[src/hw/pbc_pkg.sv]
// Package for the port B/C pin-function multiplexer: register map, field layout and misc-register bit positions.
// Assumes an APB slave with 32-bit data and word-aligned registers.
`default_nettype none
package pbc_pkg;
    localparam int          NPINS        = 8;
    localparam logic [7:0]  OFS_PB_MODE  = 8'h00;
    localparam logic [7:0]  OFS_PB_DIR   = 8'h04;
    localparam logic [7:0]  OFS_PB_OUT   = 8'h08;
    localparam logic [7:0]  OFS_PB_IN    = 8'h0c;
    localparam logic [7:0]  OFS_PB_SEL   = 8'h10;
    localparam logic [7:0]  OFS_PC_MODE  = 8'h14;
    localparam logic [7:0]  OFS_PC_DIR   = 8'h18;
    localparam logic [7:0]  OFS_PC_OUT   = 8'h1c;
    localparam logic [7:0]  OFS_PC_IN    = 8'h20;
    localparam logic [7:0]  OFS_PC_SEL   = 8'h24;
    localparam logic [7:0]  OFS_EDGE_POL = 8'h28;
    localparam logic [7:0]  OFS_INT_STAT = 8'h2c;
    localparam logic [7:0]  OFS_INT_MASK = 8'h30;
    localparam logic [7:0]  OFS_MISC     = 8'h34;
    localparam logic [7:0]  RST_BYTE     = 8'h00;
    localparam int          MISC_RSTREQ  = 0;
    localparam int          MISC_DRAM_ADDR_MUX_SELECT    = 1;
    localparam int          MISC_DRAM_ADDR_MUX_SELECT_ALT   = 2;
    // Interrupt status layout: bits 3:0 edge inputs.
    localparam int          NEDGE        = 4;

    typedef struct packed {
        logic [7:0] mode;
        logic [7:0] dir;
        logic [7:0] dout;
        logic [7:0] sel;
    } pbc_port_cfg_t;

    typedef struct packed {
        logic [7:0] din;
        logic [7:0] dout;
        logic [7:0] oe;
    } pbc_pins_t;
endpackage
`default_nettype wire

[src/hw/pbc_sync.sv]
// Two-flop synchroniser for a bus of asynchronous pin levels.
// Assumes the output is the only reader of the second stage.
`default_nettype none
module pbc_sync #(
    parameter int W = 8
) (
    // Clock and reset
    input  wire logic         clk,
    input  wire logic         rst_b,
    // Data
    input  wire logic [W-1:0] d,
    output logic      [W-1:0] q
);
    logic [W-1:0] meta_q;

    always_ff @(posedge clk or negedge rst_b) begin
        if (!rst_b) begin
            meta_q <= '0;
            q      <= '0;
        end else begin
            meta_q <= d;
            q      <= meta_q;
        end
    end
endmodule
`default_nettype wire

[src/hw/pbc_edge.sv]
// Edge-interrupt pending flags for synchronised inputs, rising or falling per input.
// Assumes inputs are already synchronised to clk.
`default_nettype none
module pbc_edge #(
    parameter int N = 4
) (
    // Clock and reset
    input  wire logic         clk,
    input  wire logic         rst_b,
    // Inputs and control
    input  wire logic [N-1:0] level,
    input  wire logic [N-1:0] enable,
    input  wire logic [N-1:0] rise_sel,
    input  wire logic [N-1:0] clear,
    // Pending flags
    output logic      [N-1:0] pend_q
);
    logic [N-1:0] prev_q;
    wire  [N-1:0] rise_hit = level & ~prev_q;
    wire  [N-1:0] fall_hit = ~level & prev_q;
    wire  [N-1:0] hit      = enable & ((rise_sel & rise_hit) | (~rise_sel & fall_hit));

    always_ff @(posedge clk or negedge rst_b) begin
        if (!rst_b) begin
            prev_q <= '0;
            pend_q <= '0;
        end else begin
            prev_q <= level;
            pend_q <= (pend_q & ~clear) | hit;
        end
    end
endmodule
`default_nettype wire

[src/hw/pbc_mux.sv]
// Pin-function multiplexer for ports B and C with APB registers and edge interrupts.
// Assumes pads resolve oe/dout externally and pin inputs are asynchronous.
`default_nettype none
// Overview of operation
// - Every port B and C pin is chosen as general input, general output or one of its special functions.
// - Direction and function choice per pin live in software-written configuration registers.
// - Port B pin 3 in special mode feeds serial channel B receive data.
// - Port B pin 2 is either serial B data-set-ready input or DMA channel 4 acknowledge output.
// - Port B pin 1 can output the receive start-of-frame marker for external address filters.
// - Port B pin 1 can instead be serial B clear-to-send input.
// - Port B pin 0 is serial B carrier detect input or the two-way DMA channel 4 done signal.
// - Port C pin 7 is serial A transmit clock input or serial A control 2 output.
// - Port C pin 6 can be serial A ring indicator input.
// - Port C pin 6 as interrupt output is driven low while a normal interrupt is pending.
// - That interrupt output ignores fast interrupts.
// - Port C pin 5 is serial B transmit clock input or serial B control output.
// - Port C pin 4 can be serial B ring indicator input.
// - Port C pin 4 as reset output is low on soft reset or while the reset-request bit is set.
// - Port C pins 3 to 0 can raise an interrupt on a chosen rising or falling edge.
// - Port C pin 3 can output DRAM address-mux control, steered by two misc-register bits or two memory-controller select inputs.
module pbc_mux (
    // Clock and reset
    input  wire logic        mclk,
    input  wire logic        rst_b,
    // APB slave
    input  wire logic        psel,
    input  wire logic        penable,
    input  wire logic        pwrite,
    input  wire logic [7:0]  paddr,
    input  wire logic [31:0] pwdata,
    output logic      [31:0] prdata,
    output logic             pready,
    output logic             pslverr,
    // Port B pads
    input  wire logic [7:0]  port_b_in,
    output logic      [7:0]  port_b_out,
    output logic      [7:0]  port_b_oe,
    // Port C pads
    input  wire logic [7:0]  port_c_in,
    output logic      [7:0]  port_c_out,
    output logic      [7:0]  port_c_oe,
    // Serial channel A and B side
    output logic             serial_b_receive_line,
    output logic             serial_b_set_ready_in,
    output logic             serial_b_clear_to_send,
    output logic             serial_b_carrier_detect,
    output logic             serial_a_tx_clock_in,
    output logic             serial_a_ring_indicator,
    output logic             serial_b_tx_clock_in,
    output logic             serial_b_ring_indicator,
    input  wire logic        serial_a_misc_ctrl2_out,
    input  wire logic        serial_b_misc_ctrl_out,
    // DMA channel 4 side
    input  wire logic        dma4_acknowledge_out,
    input  wire logic        dma4_done_drive,
    input  wire logic        dma4_done_oe,
    output logic             dma4_done_signal,
    // Ethernet receiver, interrupt controller, reset, memory controller
    input  wire logic        rx_frame_start_marker,
    input  wire logic        normal_irq_pending,
    input  wire logic        fast_irq_pending,
    input  wire logic        soft_reset,
    input  wire logic        dram_addr_mux_select,
    input  wire logic        dram_addr_mux_select_alt,
    input  wire logic        dram_mux_ctrl,
    // Interrupt
    output logic             irq
);
    logic rst_s1_q;
    logic rst_s2_q;
    always_ff @(posedge mclk or negedge rst_b) begin
        if (!rst_b) begin
            rst_s1_q <= 1'b0;
            rst_s2_q <= 1'b0;
        end else begin
            rst_s1_q <= 1'b1;
            rst_s2_q <= rst_s1_q;
        end
    end
    wire rst_n = rst_s2_q;

    // Pins come from outside; every reader sees the synchronised copy
    logic [7:0] pb_sync;
    logic [7:0] pc_sync;
    pbc_sync #(.W(8)) u_sync_b (
        .clk   (mclk),
        .rst_b (rst_n),
        .d     (port_b_in),
        .q     (pb_sync)
    );
    pbc_sync #(.W(8)) u_sync_c (
        .clk   (mclk),
        .rst_b (rst_n),
        .d     (port_c_in),
        .q     (pc_sync)
    );

    // Configuration: mode=1 special; dir=1 output; sel picks alternate special function
    pbc_pkg::pbc_port_cfg_t cfg_b_q;
    pbc_pkg::pbc_port_cfg_t cfg_c_q;
    logic [3:0]             edge_pol_q;
    logic [3:0]             int_mask_q;
    logic [2:0]             misc_q;
    logic [3:0]             edge_pend;

    // Offsets that answer without an error; misaligned addresses fall to default
    function automatic logic reg_mapped(input logic [7:0] a);
        case (a)
            pbc_pkg::OFS_PB_MODE,
            pbc_pkg::OFS_PB_DIR,
            pbc_pkg::OFS_PB_OUT,
            pbc_pkg::OFS_PB_IN,
            pbc_pkg::OFS_PB_SEL,
            pbc_pkg::OFS_PC_MODE,
            pbc_pkg::OFS_PC_DIR,
            pbc_pkg::OFS_PC_OUT,
            pbc_pkg::OFS_PC_IN,
            pbc_pkg::OFS_PC_SEL,
            pbc_pkg::OFS_EDGE_POL,
            pbc_pkg::OFS_INT_STAT,
            pbc_pkg::OFS_INT_MASK,
            pbc_pkg::OFS_MISC: reg_mapped = 1'b1;
            default:           reg_mapped = 1'b0;
        endcase
    endfunction

    // APB decode: zero-wait slave, unmapped addresses answer with pslverr
    wire        acc    = psel & penable;
    wire        wr     = acc & pwrite;
    wire        mapped = reg_mapped(paddr);
    wire [3:0]  w1c    = (wr && paddr == pbc_pkg::OFS_INT_STAT) ? pwdata[3:0] : 4'h0;

    assign pready  = 1'b1;
    assign pslverr = acc & ~mapped;

    // Port B configuration
    always_ff @(posedge mclk or negedge rst_n) begin
        if (!rst_n) begin
            cfg_b_q <= '0;
        end else if (wr) begin
            case (paddr)
                pbc_pkg::OFS_PB_MODE: cfg_b_q.mode <= pwdata[7:0];
                pbc_pkg::OFS_PB_DIR:  cfg_b_q.dir  <= pwdata[7:0];
                pbc_pkg::OFS_PB_OUT:  cfg_b_q.dout <= pwdata[7:0];
                pbc_pkg::OFS_PB_SEL:  cfg_b_q.sel  <= pwdata[7:0];
                default: ;
            endcase
        end
    end

    // Port C configuration
    always_ff @(posedge mclk or negedge rst_n) begin
        if (!rst_n) begin
            cfg_c_q <= '0;
        end else if (wr) begin
            case (paddr)
                pbc_pkg::OFS_PC_MODE: cfg_c_q.mode <= pwdata[7:0];
                pbc_pkg::OFS_PC_DIR:  cfg_c_q.dir  <= pwdata[7:0];
                pbc_pkg::OFS_PC_OUT:  cfg_c_q.dout <= pwdata[7:0];
                pbc_pkg::OFS_PC_SEL:  cfg_c_q.sel  <= pwdata[7:0];
                default: ;
            endcase
        end
    end

    // Interrupt and miscellaneous controls
    always_ff @(posedge mclk or negedge rst_n) begin
        if (!rst_n) begin
            edge_pol_q <= 4'h0;
            int_mask_q <= 4'h0;
            misc_q     <= 3'h0;
        end else if (wr) begin
            case (paddr)
                pbc_pkg::OFS_EDGE_POL: edge_pol_q <= pwdata[3:0];
                pbc_pkg::OFS_INT_MASK: int_mask_q <= pwdata[3:0];
                pbc_pkg::OFS_MISC:     misc_q     <= pwdata[2:0];
                default: ;
            endcase
        end
    end

    // Read data is registered so it stands as a data output from a flop
    logic [7:0] rd_byte;
    always_comb begin
        case (paddr)
            pbc_pkg::OFS_PB_MODE:  rd_byte = cfg_b_q.mode;
            pbc_pkg::OFS_PB_DIR:   rd_byte = cfg_b_q.dir;
            pbc_pkg::OFS_PB_OUT:   rd_byte = cfg_b_q.dout;
            pbc_pkg::OFS_PB_IN:    rd_byte = pb_sync;
            pbc_pkg::OFS_PB_SEL:   rd_byte = cfg_b_q.sel;
            pbc_pkg::OFS_PC_MODE:  rd_byte = cfg_c_q.mode;
            pbc_pkg::OFS_PC_DIR:   rd_byte = cfg_c_q.dir;
            pbc_pkg::OFS_PC_OUT:   rd_byte = cfg_c_q.dout;
            pbc_pkg::OFS_PC_IN:    rd_byte = pc_sync;
            pbc_pkg::OFS_PC_SEL:   rd_byte = cfg_c_q.sel;
            pbc_pkg::OFS_EDGE_POL: rd_byte = {4'h0, edge_pol_q};
            pbc_pkg::OFS_INT_STAT: rd_byte = {4'h0, edge_pend};
            pbc_pkg::OFS_INT_MASK: rd_byte = {4'h0, int_mask_q};
            pbc_pkg::OFS_MISC:     rd_byte = {5'h00, misc_q};
            default:               rd_byte = pbc_pkg::RST_BYTE;
        endcase
    end

    // Setup phase captures read data so it is valid during the zero-wait access phase
    always_ff @(posedge mclk or negedge rst_n) begin
        if (!rst_n) begin
            prdata <= 32'h0000_0000;
        end else if (psel && !penable && !pwrite) begin
            prdata <= {24'h00_0000, rd_byte};
        end
    end

    // Edge interrupts on port C 3:0 when those pins are special-mode inputs with sel clear
    wire [3:0] ci_en = cfg_c_q.mode[3:0] & ~cfg_c_q.sel[3:0] & ~cfg_c_q.dir[3:0];
    pbc_edge #(.N(pbc_pkg::NEDGE)) u_edge (
        .clk      (mclk),
        .rst_b    (rst_n),
        .level    (pc_sync[3:0]),
        .enable   (ci_en),
        .rise_sel (edge_pol_q),
        .clear    (w1c),
        .pend_q   (edge_pend)
    );
    assign irq = |(edge_pend & int_mask_q);

    // Input-side routing: a special-mode input sees its pin, otherwise idles inactive
    wire [7:0] b_sp = cfg_b_q.mode;
    wire [7:0] c_sp = cfg_c_q.mode;
    assign serial_b_receive_line   = b_sp[3] ? pb_sync[3] : 1'b1;
    assign serial_b_set_ready_in   = (b_sp[2] & ~cfg_b_q.sel[2]) ? pb_sync[2] : 1'b1;
    assign serial_b_clear_to_send  = (b_sp[1] & ~cfg_b_q.sel[1]) ? pb_sync[1] : 1'b1;
    assign serial_b_carrier_detect = (b_sp[0] & ~cfg_b_q.sel[0]) ? pb_sync[0] : 1'b1;
    assign dma4_done_signal        = (b_sp[0] & cfg_b_q.sel[0]) ? pb_sync[0] : 1'b1;

    // Port C inputs: transmit clocks idle low, ring indicators idle high
    assign serial_a_tx_clock_in    = (c_sp[7] & ~cfg_c_q.sel[7]) ? pc_sync[7] : 1'b0;
    assign serial_a_ring_indicator = (c_sp[6] & ~cfg_c_q.sel[6]) ? pc_sync[6] : 1'b1;
    assign serial_b_tx_clock_in    = (c_sp[5] & ~cfg_c_q.sel[5]) ? pc_sync[5] : 1'b0;
    assign serial_b_ring_indicator = (c_sp[4] & ~cfg_c_q.sel[4]) ? pc_sync[4] : 1'b1;

    // Special output values per pin; only fast-interrupt state is deliberately unused
    wire       irq_out_b   = ~normal_irq_pending;
    wire       rst_out_b   = ~(soft_reset | misc_q[pbc_pkg::MISC_RSTREQ]);
    wire       dram_addr_mux_select_on     = misc_q[pbc_pkg::MISC_DRAM_ADDR_MUX_SELECT] | misc_q[pbc_pkg::MISC_DRAM_ADDR_MUX_SELECT_ALT]
                           | dram_addr_mux_select | dram_addr_mux_select_alt;
    wire       fast_unused = fast_irq_pending;
    wire [7:0] b_sp_val;
    wire [7:0] b_sp_oe;
    wire [7:0] c_sp_val;
    wire [7:0] c_sp_oe;

    // B7..B4: their other functions live elsewhere, so the pad stays released
    assign b_sp_val[7:4] = cfg_b_q.dout[7:4];
    assign b_sp_oe[7:4]  = 4'h0;

    // B3: receive data input only
    assign b_sp_val[3]   = cfg_b_q.dout[3];
    assign b_sp_oe[3]    = 1'b0;

    // B2: acknowledge out when sel is set, else data-set-ready in
    assign b_sp_val[2]   = dma4_acknowledge_out;
    assign b_sp_oe[2]    = cfg_b_q.sel[2];

    // B1: frame-start out when sel is set, else clear-to-send in
    assign b_sp_val[1]   = rx_frame_start_marker;
    assign b_sp_oe[1]    = cfg_b_q.sel[1];

    // B0: done is two-way, so the DMA side decides when the pad is driven
    assign b_sp_val[0]   = dma4_done_drive;
    assign b_sp_oe[0]    = cfg_b_q.sel[0] & dma4_done_oe;

    // C7 and C5: control outputs when sel is set, else transmit clock in
    assign c_sp_val[7]   = serial_a_misc_ctrl2_out;
    assign c_sp_oe[7]    = cfg_c_q.sel[7];
    assign c_sp_val[5]   = serial_b_misc_ctrl_out;
    assign c_sp_oe[5]    = cfg_c_q.sel[5];

    // C6: active-low interrupt out when sel is set, else ring indicator in
    assign c_sp_val[6]   = irq_out_b;
    assign c_sp_oe[6]    = cfg_c_q.sel[6];

    // C4: active-low reset out when sel is set, else ring indicator in
    assign c_sp_val[4]   = rst_out_b;
    assign c_sp_oe[4]    = cfg_c_q.sel[4];

    // C3: mux control drives only while a mux bit or request is set, so an idle pin stays released
    assign c_sp_val[3]   = dram_mux_ctrl;
    assign c_sp_oe[3]    = cfg_c_q.sel[3] & dram_addr_mux_select_on;

    // C2..C0: edge interrupt inputs only
    assign c_sp_val[2:0] = 3'h0;
    assign c_sp_oe[2:0]  = 3'h0;

    // Output stage registered: general mode drives dout when dir set, special mode as selected
    logic [7:0] pb_out_d;
    logic [7:0] pb_oe_d;
    logic [7:0] pc_out_d;
    logic [7:0] pc_oe_d;
    assign pb_out_d = (b_sp & b_sp_val) | (~b_sp & cfg_b_q.dout);
    assign pb_oe_d  = (b_sp & b_sp_oe)  | (~b_sp & cfg_b_q.dir);
    assign pc_out_d = (c_sp & c_sp_val) | (~c_sp & cfg_c_q.dout);
    assign pc_oe_d  = ((c_sp & c_sp_oe) | (~c_sp & cfg_c_q.dir)) & ~{7'h00, fast_unused & 1'b0};

    always_ff @(posedge mclk or negedge rst_n) begin
        if (!rst_n) begin
            port_b_out <= 8'h00;
            port_b_oe  <= 8'h00;
        end else begin
            port_b_out <= pb_out_d;
            port_b_oe  <= pb_oe_d;
        end
    end

    always_ff @(posedge mclk or negedge rst_n) begin
        if (!rst_n) begin
            port_c_out <= 8'h00;
            port_c_oe  <= 8'h00;
        end else begin
            port_c_out <= pc_out_d;
            port_c_oe  <= pc_oe_d;
        end
    end
endmodule
`default_nettype wire

[config.mk]
export PLATFORM = sky130hd
export DESIGN_NAME = pbc_mux
export DESIGN_NICKNAME = d
export VERILOG_FILES = /design/src/hw/pbc_pkg.sv /design/src/hw/pbc_sync.sv /design/src/hw/pbc_edge.sv /design/src/hw/pbc_mux.sv
export SDC_FILE = /design/constraint.sdc
export NUM_CORES = 1
export LEC_CHECK = 0
export BUFFER_PORTS_ARGS = -buffer_cell sky130_fd_sc_hd__buf_2
export CELL_PAD_IN_SITES_DETAIL_PLACEMENT = 1
export CELL_PAD_IN_SITES_GLOBAL_PLACEMENT = 1
export CORE_MARGIN = 10
export CORE_UTILIZATION = 39
export DETAILED_ROUTE_END_ITERATION = 7
export GPL_TIMING_DRIVEN = 0
export PLACE_DENSITY = 0.76
export SETUP_SLACK_MARGIN = 0.3
export SYNTH_ARGS = -nofsm -noshare
export SYNTH_HDL_FRONTEND = slang
export SYNTH_SLANG_ARGS = --single-unit
export TNS_END_PERCENT = 5
[constraint.sdc]
create_clock -name mclk -period 4.25 [get_ports mclk]
set_input_delay 0.425 -clock mclk [delete_from_list [all_inputs] [get_ports mclk]]
set_output_delay 0.425 -clock mclk [all_outputs]
set_load 0.01 [all_outputs]
Yosys cells after proc, flatten, opt, wreduce, memory -nomap -nowiden
Memory sizes are Yosys's and may differ from the RTL's. Index checks and enable logic that the tools add are counted.

ROM bits: 64. Bits of input ports: 73. Flip-flop bits (word level): 157. Memories kept: 1. Output and inout bits: 76.

Memory list: (name not given) (words 64, bits a word 1, rd ports 1, clocked after memory_dff 0, wr ports 0, RTL line pbc_mux.sv:108) `case (a)`.

Reduce and logical (&&, ||, !) cells: 19. Bitwise gates (word level): 58. Muxes and demuxes: 12. Equality and inequality tests: 13.

Operator list (number): one-hot mux 8 bit (14 select lines) (1); bitwise AND 8 bit (7); equality test 8 x 6 -> 1 bit (second input constant) (6); bitwise AND 4 bit (9); equality test 8 x 5 -> 1 bit (second input constant) (4); OR 8 bit (4); inverter 4 bit (6); AND reduction 2 bit (11); equality test 8 x 4 -> 1 bit (second input constant) (2); inverter 8 bit (2); bitwise AND 1 bit (13); 2-to-1 mux 1 bit (10); inverter 1 bit (10); bitwise AND 8 x 3 -> 8 bit (1); equality test 8 x 3 -> 1 bit (second input constant) (1); zero test 8 bit (1); OR 4 bit (2); 2-to-1 mux 4 bit (1); OR 1 bit (4); OR reduction 4 bit (1); logical AND 1 bit (3); zero test 1 bit (2); zero test 2 bit (1).

Depth between registers and ports, before layout
Gate-level depths: netlist (run 1).

Depth in word-level cells: 7. Depth in mapped cells: 7.

Modules after synthesis
Synthesis (run 1) repeated with hierarchy kept, for this count alone.

Cell total of the unflattened synthesis: 511. Area, all modules: 6797.8 um^2.

By module, submodules not included: pbc_mux (instances 1, cells each 455, area each 5671.7 um^2); pbc_sync (instances 2, cells each 16, area each 400.4 um^2); pbc_edge (instances 1, cells each 24, area each 325.3 um^2).

Worst setup path after synthesis (run 1)
No wires, ideal clock.

Path kind: input to register. From: in paddr[1]. To: reg cfg_c_q[16] (netlist bit). Stages: 5. Path buffers: 2. Required time: 4.125 ns. Slack: 2.276 ns. Arrival time: 1.849 ns. Cells stage by stage: buf_6 or3b_1 buf_6 nor4_4 mux2_2.

Word-level cells in the longest chain between the ends: 2.

RTL lines: start: declaration (RTL line pbc_mux.sv:29) `input wire logic [7:0] paddr,`; equality test 8 x 5 -> 1 bit (RTL line pbc_mux.sv:156) `case (paddr)`; AND reduction 2 bit (no line); end: declaration (RTL line pbc_mux.sv:100) `pbc_pkg::pbc_port_cfg_t cfg_c_q;`.

No other way between the ends. A chain may end at the register's enable or synchronous reset.

Worst setup path in the final report (run 1)
From: in paddr[7]. To: out pslverr.

Word-level cells in the longest chain between the ends: 4.

RTL lines: zero test 2 bit (RTL line pbc_mux.sv:108); 2-to-1 mux 1 bit (RTL line pbc_mux.sv:108); inverter 1 bit (RTL line pbc_mux.sv:134) `assign pslverr = acc & ~mapped;`; bitwise AND 1 bit (RTL line pbc_mux.sv:134); end: declaration (RTL line pbc_mux.sv:33) `output logic pslverr,`.

No other way between the ends.

==> flow_summary.json, run 1 <==
{
  "status": "completed",
  "cts_tree": "yes",
  "io_pins": 149,
  "multi_input_area_um2": 2570,
  "crit_path_end_kind": "output port",
  "holdCritPathClass": "in2reg",
  "timing.critical_path.required_ps": 3830,
  "layout.nets": 733,
  "hpwl_um": 14300,
  "comb_power_share": 0.061,
  "slowest_delay_ps": 840,
  "fin_crit_ps": 2490,
  "core_area_um2": 16800,
  "first_pass_iters": 5,
  "clk_path_buf_depth": 2,
  "power.internal_uw": 2510,
  "grt_use_total": 0.175,
  "grt_pass1_wl_um": 30300,
  "crit_top_cell": "buf_2",
  "finalCritPeriodShare": 0.585,
  "dr_total_vias": 4732,
  "met3_usage": 0.0579,
  "vias_per_cell": 5.29,
  "drt_iter0_drc": 334,
  "drive_gt1_frac": 0.415,
  "maxCapViolCount": 0,
  "n_fill_cell": 1808,
  "synth_cell_type_count": 51,
  "setup-tns-final_ps": 0,
  "die_h_um": 151,
  "cp_top_family": "simple AND/OR/NAND/NOR gates",
  "crit_fanout": 7,
  "ys_seq_area_frac": 0.584,
  "seqPwrFrac": 0.476,
  "clockRootBuffer": "clkbuf_16",
  "relSlewSlack": 0.116,
  "fin_hold_ws_ps": 100,
  "yosys.area.top_type": "dfrtp_1",
  "grt_pass1_vias": 5209,
  "drv_slew": 0,
  "cts.clk_slew.worst_paths_ps": 60,
  "ys_ff_latch": 157,
  "synth.top_cell.area_share": 0.584,
  "slowest_stage": "nor4_1",
  "ctsResizeCount": 0,
  "wire_per_inst_um": 22.1,
  "ir_worst_vdd_mv": 0.284,
  "syn2layout_area_growth_pct": 22.5,
  "use_met2": 0.265,
  "syn_avg_cell_area_um2": 13.0,
  "hold_viol": 0,
  "fmax_mhz": 402,
  "die_x_um": 151,
  "switchingPower_uw": 774,
  "p_leak_uw": 0.00407,
  "dieArea_um2": 22900,
  "cp.arrival_ps": 2060,
  "clockPowerShare": 0.463,
  "grt_overflow": 0,
  "start_util": 0.401,
  "antenna_found_initial": 3,
  "skew_ps": 7.61,
  "row_count": 47,
  "postRouteAntennaNets": 0,
  "worstPathCellList": "buf_2 > nor4_1 > nand2_1 > and3_1 > buf_2",
  "syn-cell-area_um2": 6730,
  "post_cts_buffers": 0,
  "p_per_area_nw_per_um2": 399,
  "synth_area_leaders": "dfrtp_1 58%, mux2_2 16%, buf_4 2.9%",
  "globalRouteMet1Util": 0.230,
  "gp_routability_congestion": 0.923,
  "critPathBufInv": 2,
  "grt_max_degree": 66,
  "clock_sinks": 157,
  "tightest_slew_ps": 1310,
  "io_buffers": 96,
  "drc_errors": 0,
  "wl_um": 19700,
  "htree_levels": 4,
  "start_kind": "primary input",
  "ys_warn_count": 0,
  "critical_path_class": "in2out",
  "busiest_layer": "met2",
  "register_area_um2": 3930,
  "clock_latency_ps": 430,
  "setup_violations": 0,
  "swShare": 0.235,
  "rsz0062_at_grt": "no",
  "cts_buffers": 17,
  "synth_cells": 518
}
## cells in the final DEF, fill, tap and decap left out, types with 3 or more instances in the layout
cell type / netlist / final
nand3_1: 6 / 6
dfrtp_1: 157 / 156
clkbuf_1: 13 / 14
nand4_1: 8 / 8
nand2_1: 37 / 37
a22o_1: 5 / 5
conb_1: 2 / 26
a31oi_1: 3 / 3
mux4_2: 4 / 4
o21ai_0: 17 / 17
buf_2: 7 / 103
or3_1: 3 / 3
mux2_2: 96 / 96
a22oi_1: 9 / 9
buf_4: 26 / 26
clkinvlp_4: 0 / 3
a32oi_1: 6 / 6
a32o_1: 8 / 8
mux2i_1: 14 / 14
nor2_1: 30 / 30
nor2b_1: 15 / 15
buf_6: 3 / 3
inv_6: 0 / 3
nand2_2: 3 / 3
nor3_1: 9 / 9
clkbuf_16: 0 / 17
## final timing paths
path                                        start                           end  slack (ps)  depth (start not counted)
setup / recovery                         paddr[7]                       pslverr        1760                          5
hold / removal                       port_b_in[4]  u_sync_b.meta_q[4]$_DFF_PN0_         100                          1
setup reg to reg           cfg_b_q[0]$_DFFE_PN0P_         prdata[0]$_DFFE_PN0P_        2510                          5
hold reg to reg                   rst_n$_DFF_PN0_  u_sync_b.meta_q[0]$_DFF_PN0_         320                          0
max in group asynchronous         rst_n$_DFF_PN0_       cfg_c_q[18]$_DFFE_PN0P_        2930                          2
min in group asynchronous                   rst_b               rst_n$_DFF_PN0_         300                          2
## flip-flops by register name, summed over array words and instances, names as in the netlist
name             count
b_sp                 8
b_sp_oe              2
b_sp_val             5
c_sp                 8
c_sp_oe              4
cfg_b_q             17
cfg_c_q             20
edge_pol_q           4
int_mask_q           4
misc_q               3
port_b_oe            8
port_b_out           8
port_c_oe            8
port_c_out           8
prdata               8
rst_n                1
rst_s1_q             1
u_edge.pend_q        4
u_edge.prev_q        4
u_sync_b.meta_q      8
u_sync_b.q           8
u_sync_c.meta_q      8
u_sync_c.q           8
## power groups by stage
stage / clock [µW] / combinational (µW) / sequential [µW]
4_1_cts: 1560 / 201 / 1570
2_1_floorplan: 0 / 102 / 1600
3_5_place_dp: 0 / 199 / 1590
5_1_grt: 1620 / 222 / 1570
3_3_place_gp: 0 / 166 / 1610
6_report: 1520 / 201 / 1570
## area by class of cell
cell class	count	share of cell area
Inverter	2	0.000911
Sequential cell	157	0.477
Tap cell	220	0.0334
Clock buffer	20	0.0554
Timing Repair Buffer	99	0.0662
Multi-Input combinational cell	333	0.311
Antenna cell	2	0.000607
Clock inverter	12	0.0165
Buffer	50	0.0384
## what timing repair did
| action | CTS | global route |
|---|---|---|
| endpoints found under the setup margin | 0 | 0 |
| hold buffers | 1 | 0 |
| hold endpoints to repair | 2 | 0 |
## layer usage
layer,wire [µm],vias up
li1,-,2110
met1,8450,2407
met2,9180,181
met3,1750,32
met4,354,2
met5,11,-
## synthesized netlist by cell type, drive strengths merged
library cell    n
a21oi           2
mux2           97
clkbuf         13
nor3b           1
or2             1
nand2          40
o21ai          17
nand4           8
mux4            4
a31oi           3
a22oi           9
or4             2
o211ai          1
a211oi          2
mux2i          14
and3            1
conb            2
a32o            8
inv             2
nor4            4
nand3b          1
a221oi          1
nand2b          2
nor3           10
nor2b          15
o32ai           1
or3             4
o22a            2
dfrtp         157
or3b            3
a32oi           6
o22ai           2
a22o            5
nand3           6
buf            37
and2            2
nor2           30
nor4b           3
## kinds of logic after synthesis
group,share of synthesized area
muxes,0.197
and+or+nand+nor,0.107
other,0.00112
buffers and inverters,0.0482
AOI/OAI and AO/OA,0.0638
DFF,0.584
## per-stage QoR
stage | std cells | util | total power [µW] | setup WS, ps | area [µm²]
2_1_floorplan | 542 | - | 1700 | 1650 | 6820
3_3_place_gp | 858 | 0.452 | 1780 | 834 | 7580
3_5_place_dp | 860 | 0.455 | 1790 | 1690 | 7630
4_1_cts | 893 | 0.491 | 3320 | 1700 | 8240
5_1_grt | 895 | 0.492 | 3410 | 1610 | 8240
6_report | 895 | 0.492 | 3290 | 1760 | 8240
No activity file was read; power rests on OpenSTA's default activity.
==> inputs of run 2 (changes only) <==
- CORE_UTILIZATION: 39 -> 43
- PLACE_DENSITY: 0.76 -> 0.79
- clock period: 4.25 -> 2.5 ns (I/O delays scaled with it)
==> run 2 against run 1 <==
Sequential cell count did not move. Register-to-register slack got worse by 1600 ps. Die area decreased by 8.1%. Design area grew 1.5%. Worst hold slack worse by 43 ps. Sequential power rose by 69%. Critical path depth stayed put. Worst setup slack got worse by 1300 ps. Largest power group unchanged. Power rose by 67%. Count of clock-buffer cells in the layout is 3 higher. Wire length rose by 4.4%. Sequential share of layout area down 0.73 points.
==> flow_summary.json, run 2 (synthesis gave the netlist of run 1 again) <==
{
  "status": "completed",
  "fmax_mhz": 483,
  "cts_tree": "yes",
  "postCtsHoldBufs": 18,
  "grt_pass1_wl_um": 32500,
  "largest_register_ffs": 20,
  "slowest_stage": "nor4_1",
  "wl_um": 20600,
  "drt_iter0_drc": 372,
  "io_pins": 149,
  "clockRootBuffer": "clkbuf_16",
  "place_ws_ps": 74.5,
  "top_register": "cfg_c_q",
  "clock_sinks": 157,
  "drv_slew": 0,
  "grt_use_total": 0.198,
  "relSlewSlack": 0.0521,
  "cp_top_family": "simple AND/OR/NAND/NOR gates",
  "fin_hold_ws_ps": 57.0,
  "row_count": 45,
  "fin_crit_ps": 2070,
  "cts.clk_slew.worst_paths_ps": 60,
  "gp_routability_congestion": 0.901,
  "p_leak_uw": 0.00414,
  "drc_errors": 0,
  "slowest_delay_ps": 800,
  "setup-tns-final_ps": 0,
  "antenna_found_initial": 0,
  "reg.largest.list": "cfg_c_q (20), cfg_b_q (17)",
  "clock_latency_ps": 430,
  "cp.arrival_ps": 1820,
  "setup_ws_ps": 428,
  "skew_ps": 9.72,
  "die_x_um": 145,
  "core_area_um2": 15300,
  "holdCritPathClass": "in2reg",
  "crit_path_end_kind": "output port",
  "grt_max_degree": 68,
  "crit_fanout": 7,
  "crit_top_cell": "buf_2",
  "mostFrequentLayoutCells": "156 x dfrtp_1, 103 x buf_2, 96 x mux2_2",
  "postRouteAntennaNets": 0,
  "final_common_cell": "dfrtp_1",
  "critical_path_class": "in2out",
  "timing.critical_path.required_ps": 2250,
  "grt_pass1_vias": 5442,
  "start_util": 0.441,
  "io_buffers": 96,
  "critPathBufInv": 2,
  "maxCapViolCount": 0,
  "drive_gt1_frac": 0.401,
  "ctsResizeCount": 0,
  "htree_levels": 4,
  "grt_overflow": 0,
  "die_h_um": 145,
  "ir_worst_vdd_mv": 0.462,
  "hold_viol": 0,
  "vias_per_cell": 5.34,
  "setup_violations": 0,
  "tightest_slew_ps": 1400,
  "dieArea_um2": 21100,
  "wire_per_inst_um": 22.9,
  "syn2layout_area_growth_pct": 24.4,
  "p_per_area_nw_per_um2": 658,
  "hpwl_um": 14600,
  "start_kind": "primary input",
  "worstPathCellList": "buf_2 > nor4_1 > nand2_1 > and3_1 > buf_2",
  "layout.nets": 750,
  "cts_buffers": 17,
  "first_pass_iters": 4,
  "post_cts_buffers": 0,
  "dr_total_vias": 4821,
  "finalCritPeriodShare": 0.829,
  "clk_path_buf_depth": 2,
  "rsz0062_at_grt": "no"
}
run 2: power by group:
part | internal, µW | switching [µW] | leakage (µW) | total, µW
combinational | 156 | 215 | 0.00177 | 371
clock | 1450 | 1030 | 0.000274 | 2480
sequential | 2610 | 53.3 | 0.00209 | 2660
total | 4210 | 1300 | 0.00413 | 5510
run 2: layout make-up:
class / count / area (µm²)
Buffer: 50 / 317
Tap cell: 211 / 264
Timing Repair Buffer: 116 / 716
Fill cell: 1569 / 6890
Multi-Input combinational cell: 333 / 2570
Clock inverter: 9 / 86.3
Sequential cell: 157 / 3930
Inverter: 2 / 7.51
Clock buffer: 23 / 478
Antenna cell: 1 / 2.50
run 2: final timing paths:
check,to,depth (start not counted),start,slack (ps)
worst max-delay path,pslverr,5,paddr[7],430
max in group asynchronous,c_sp_oe[6]$_DFFE_PN0P_,1,rst_n$_DFF_PN0_,1590
worst min register to register,u_sync_b.q[2]$_DFF_PN0_,0,rst_n$_DFF_PN0_,250
min in group asynchronous,rst_s1_q$_DFF_PN0_,2,rst_b,130
worst max register to register,prdata[1]$_DFFE_PN0P_,4,c_sp[1]$_DFFE_PN0P_,900
worst min-delay path,port_c_out[5]$_DFF_PN0_,2,serial_b_misc_ctrl_out,60
run 2: worst register-to-register path: cells and delay by family, from the launching register on:
family | cells | cell delay (ps)
AOI/OAI and AO/OA | 2 | 370
DFF | 1 | 470
muxes | 1 | 510
and+or+nand+nor | 1 | 130
run 2: layer usage:
| layer | track usage | wire (µm) | vias to the layer above |
|---|---|---|---|
| met3 | 0.0568 | 1290 | 37 |
| met1 | 0.241 | 8570 | 2473 |
| met2 | 0.325 | 10200 | 168 |
| li1 | - | - | 2143 |
| met5 | 0 | 0 | - |
| met4 | 0.0789 | 546 | 0 |
run 2: metrics by stage:
step                utilization  area [µm²]  std cells  power, µW
global placement          0.496        7570        849       3020
CTS                       0.548        8370        901       5540
detailed placement        0.500        7620        851       3050
floorplan                     -        6820        542       2890
global route              0.548        8370        901       5720
finish                    0.549        8370        902       5510
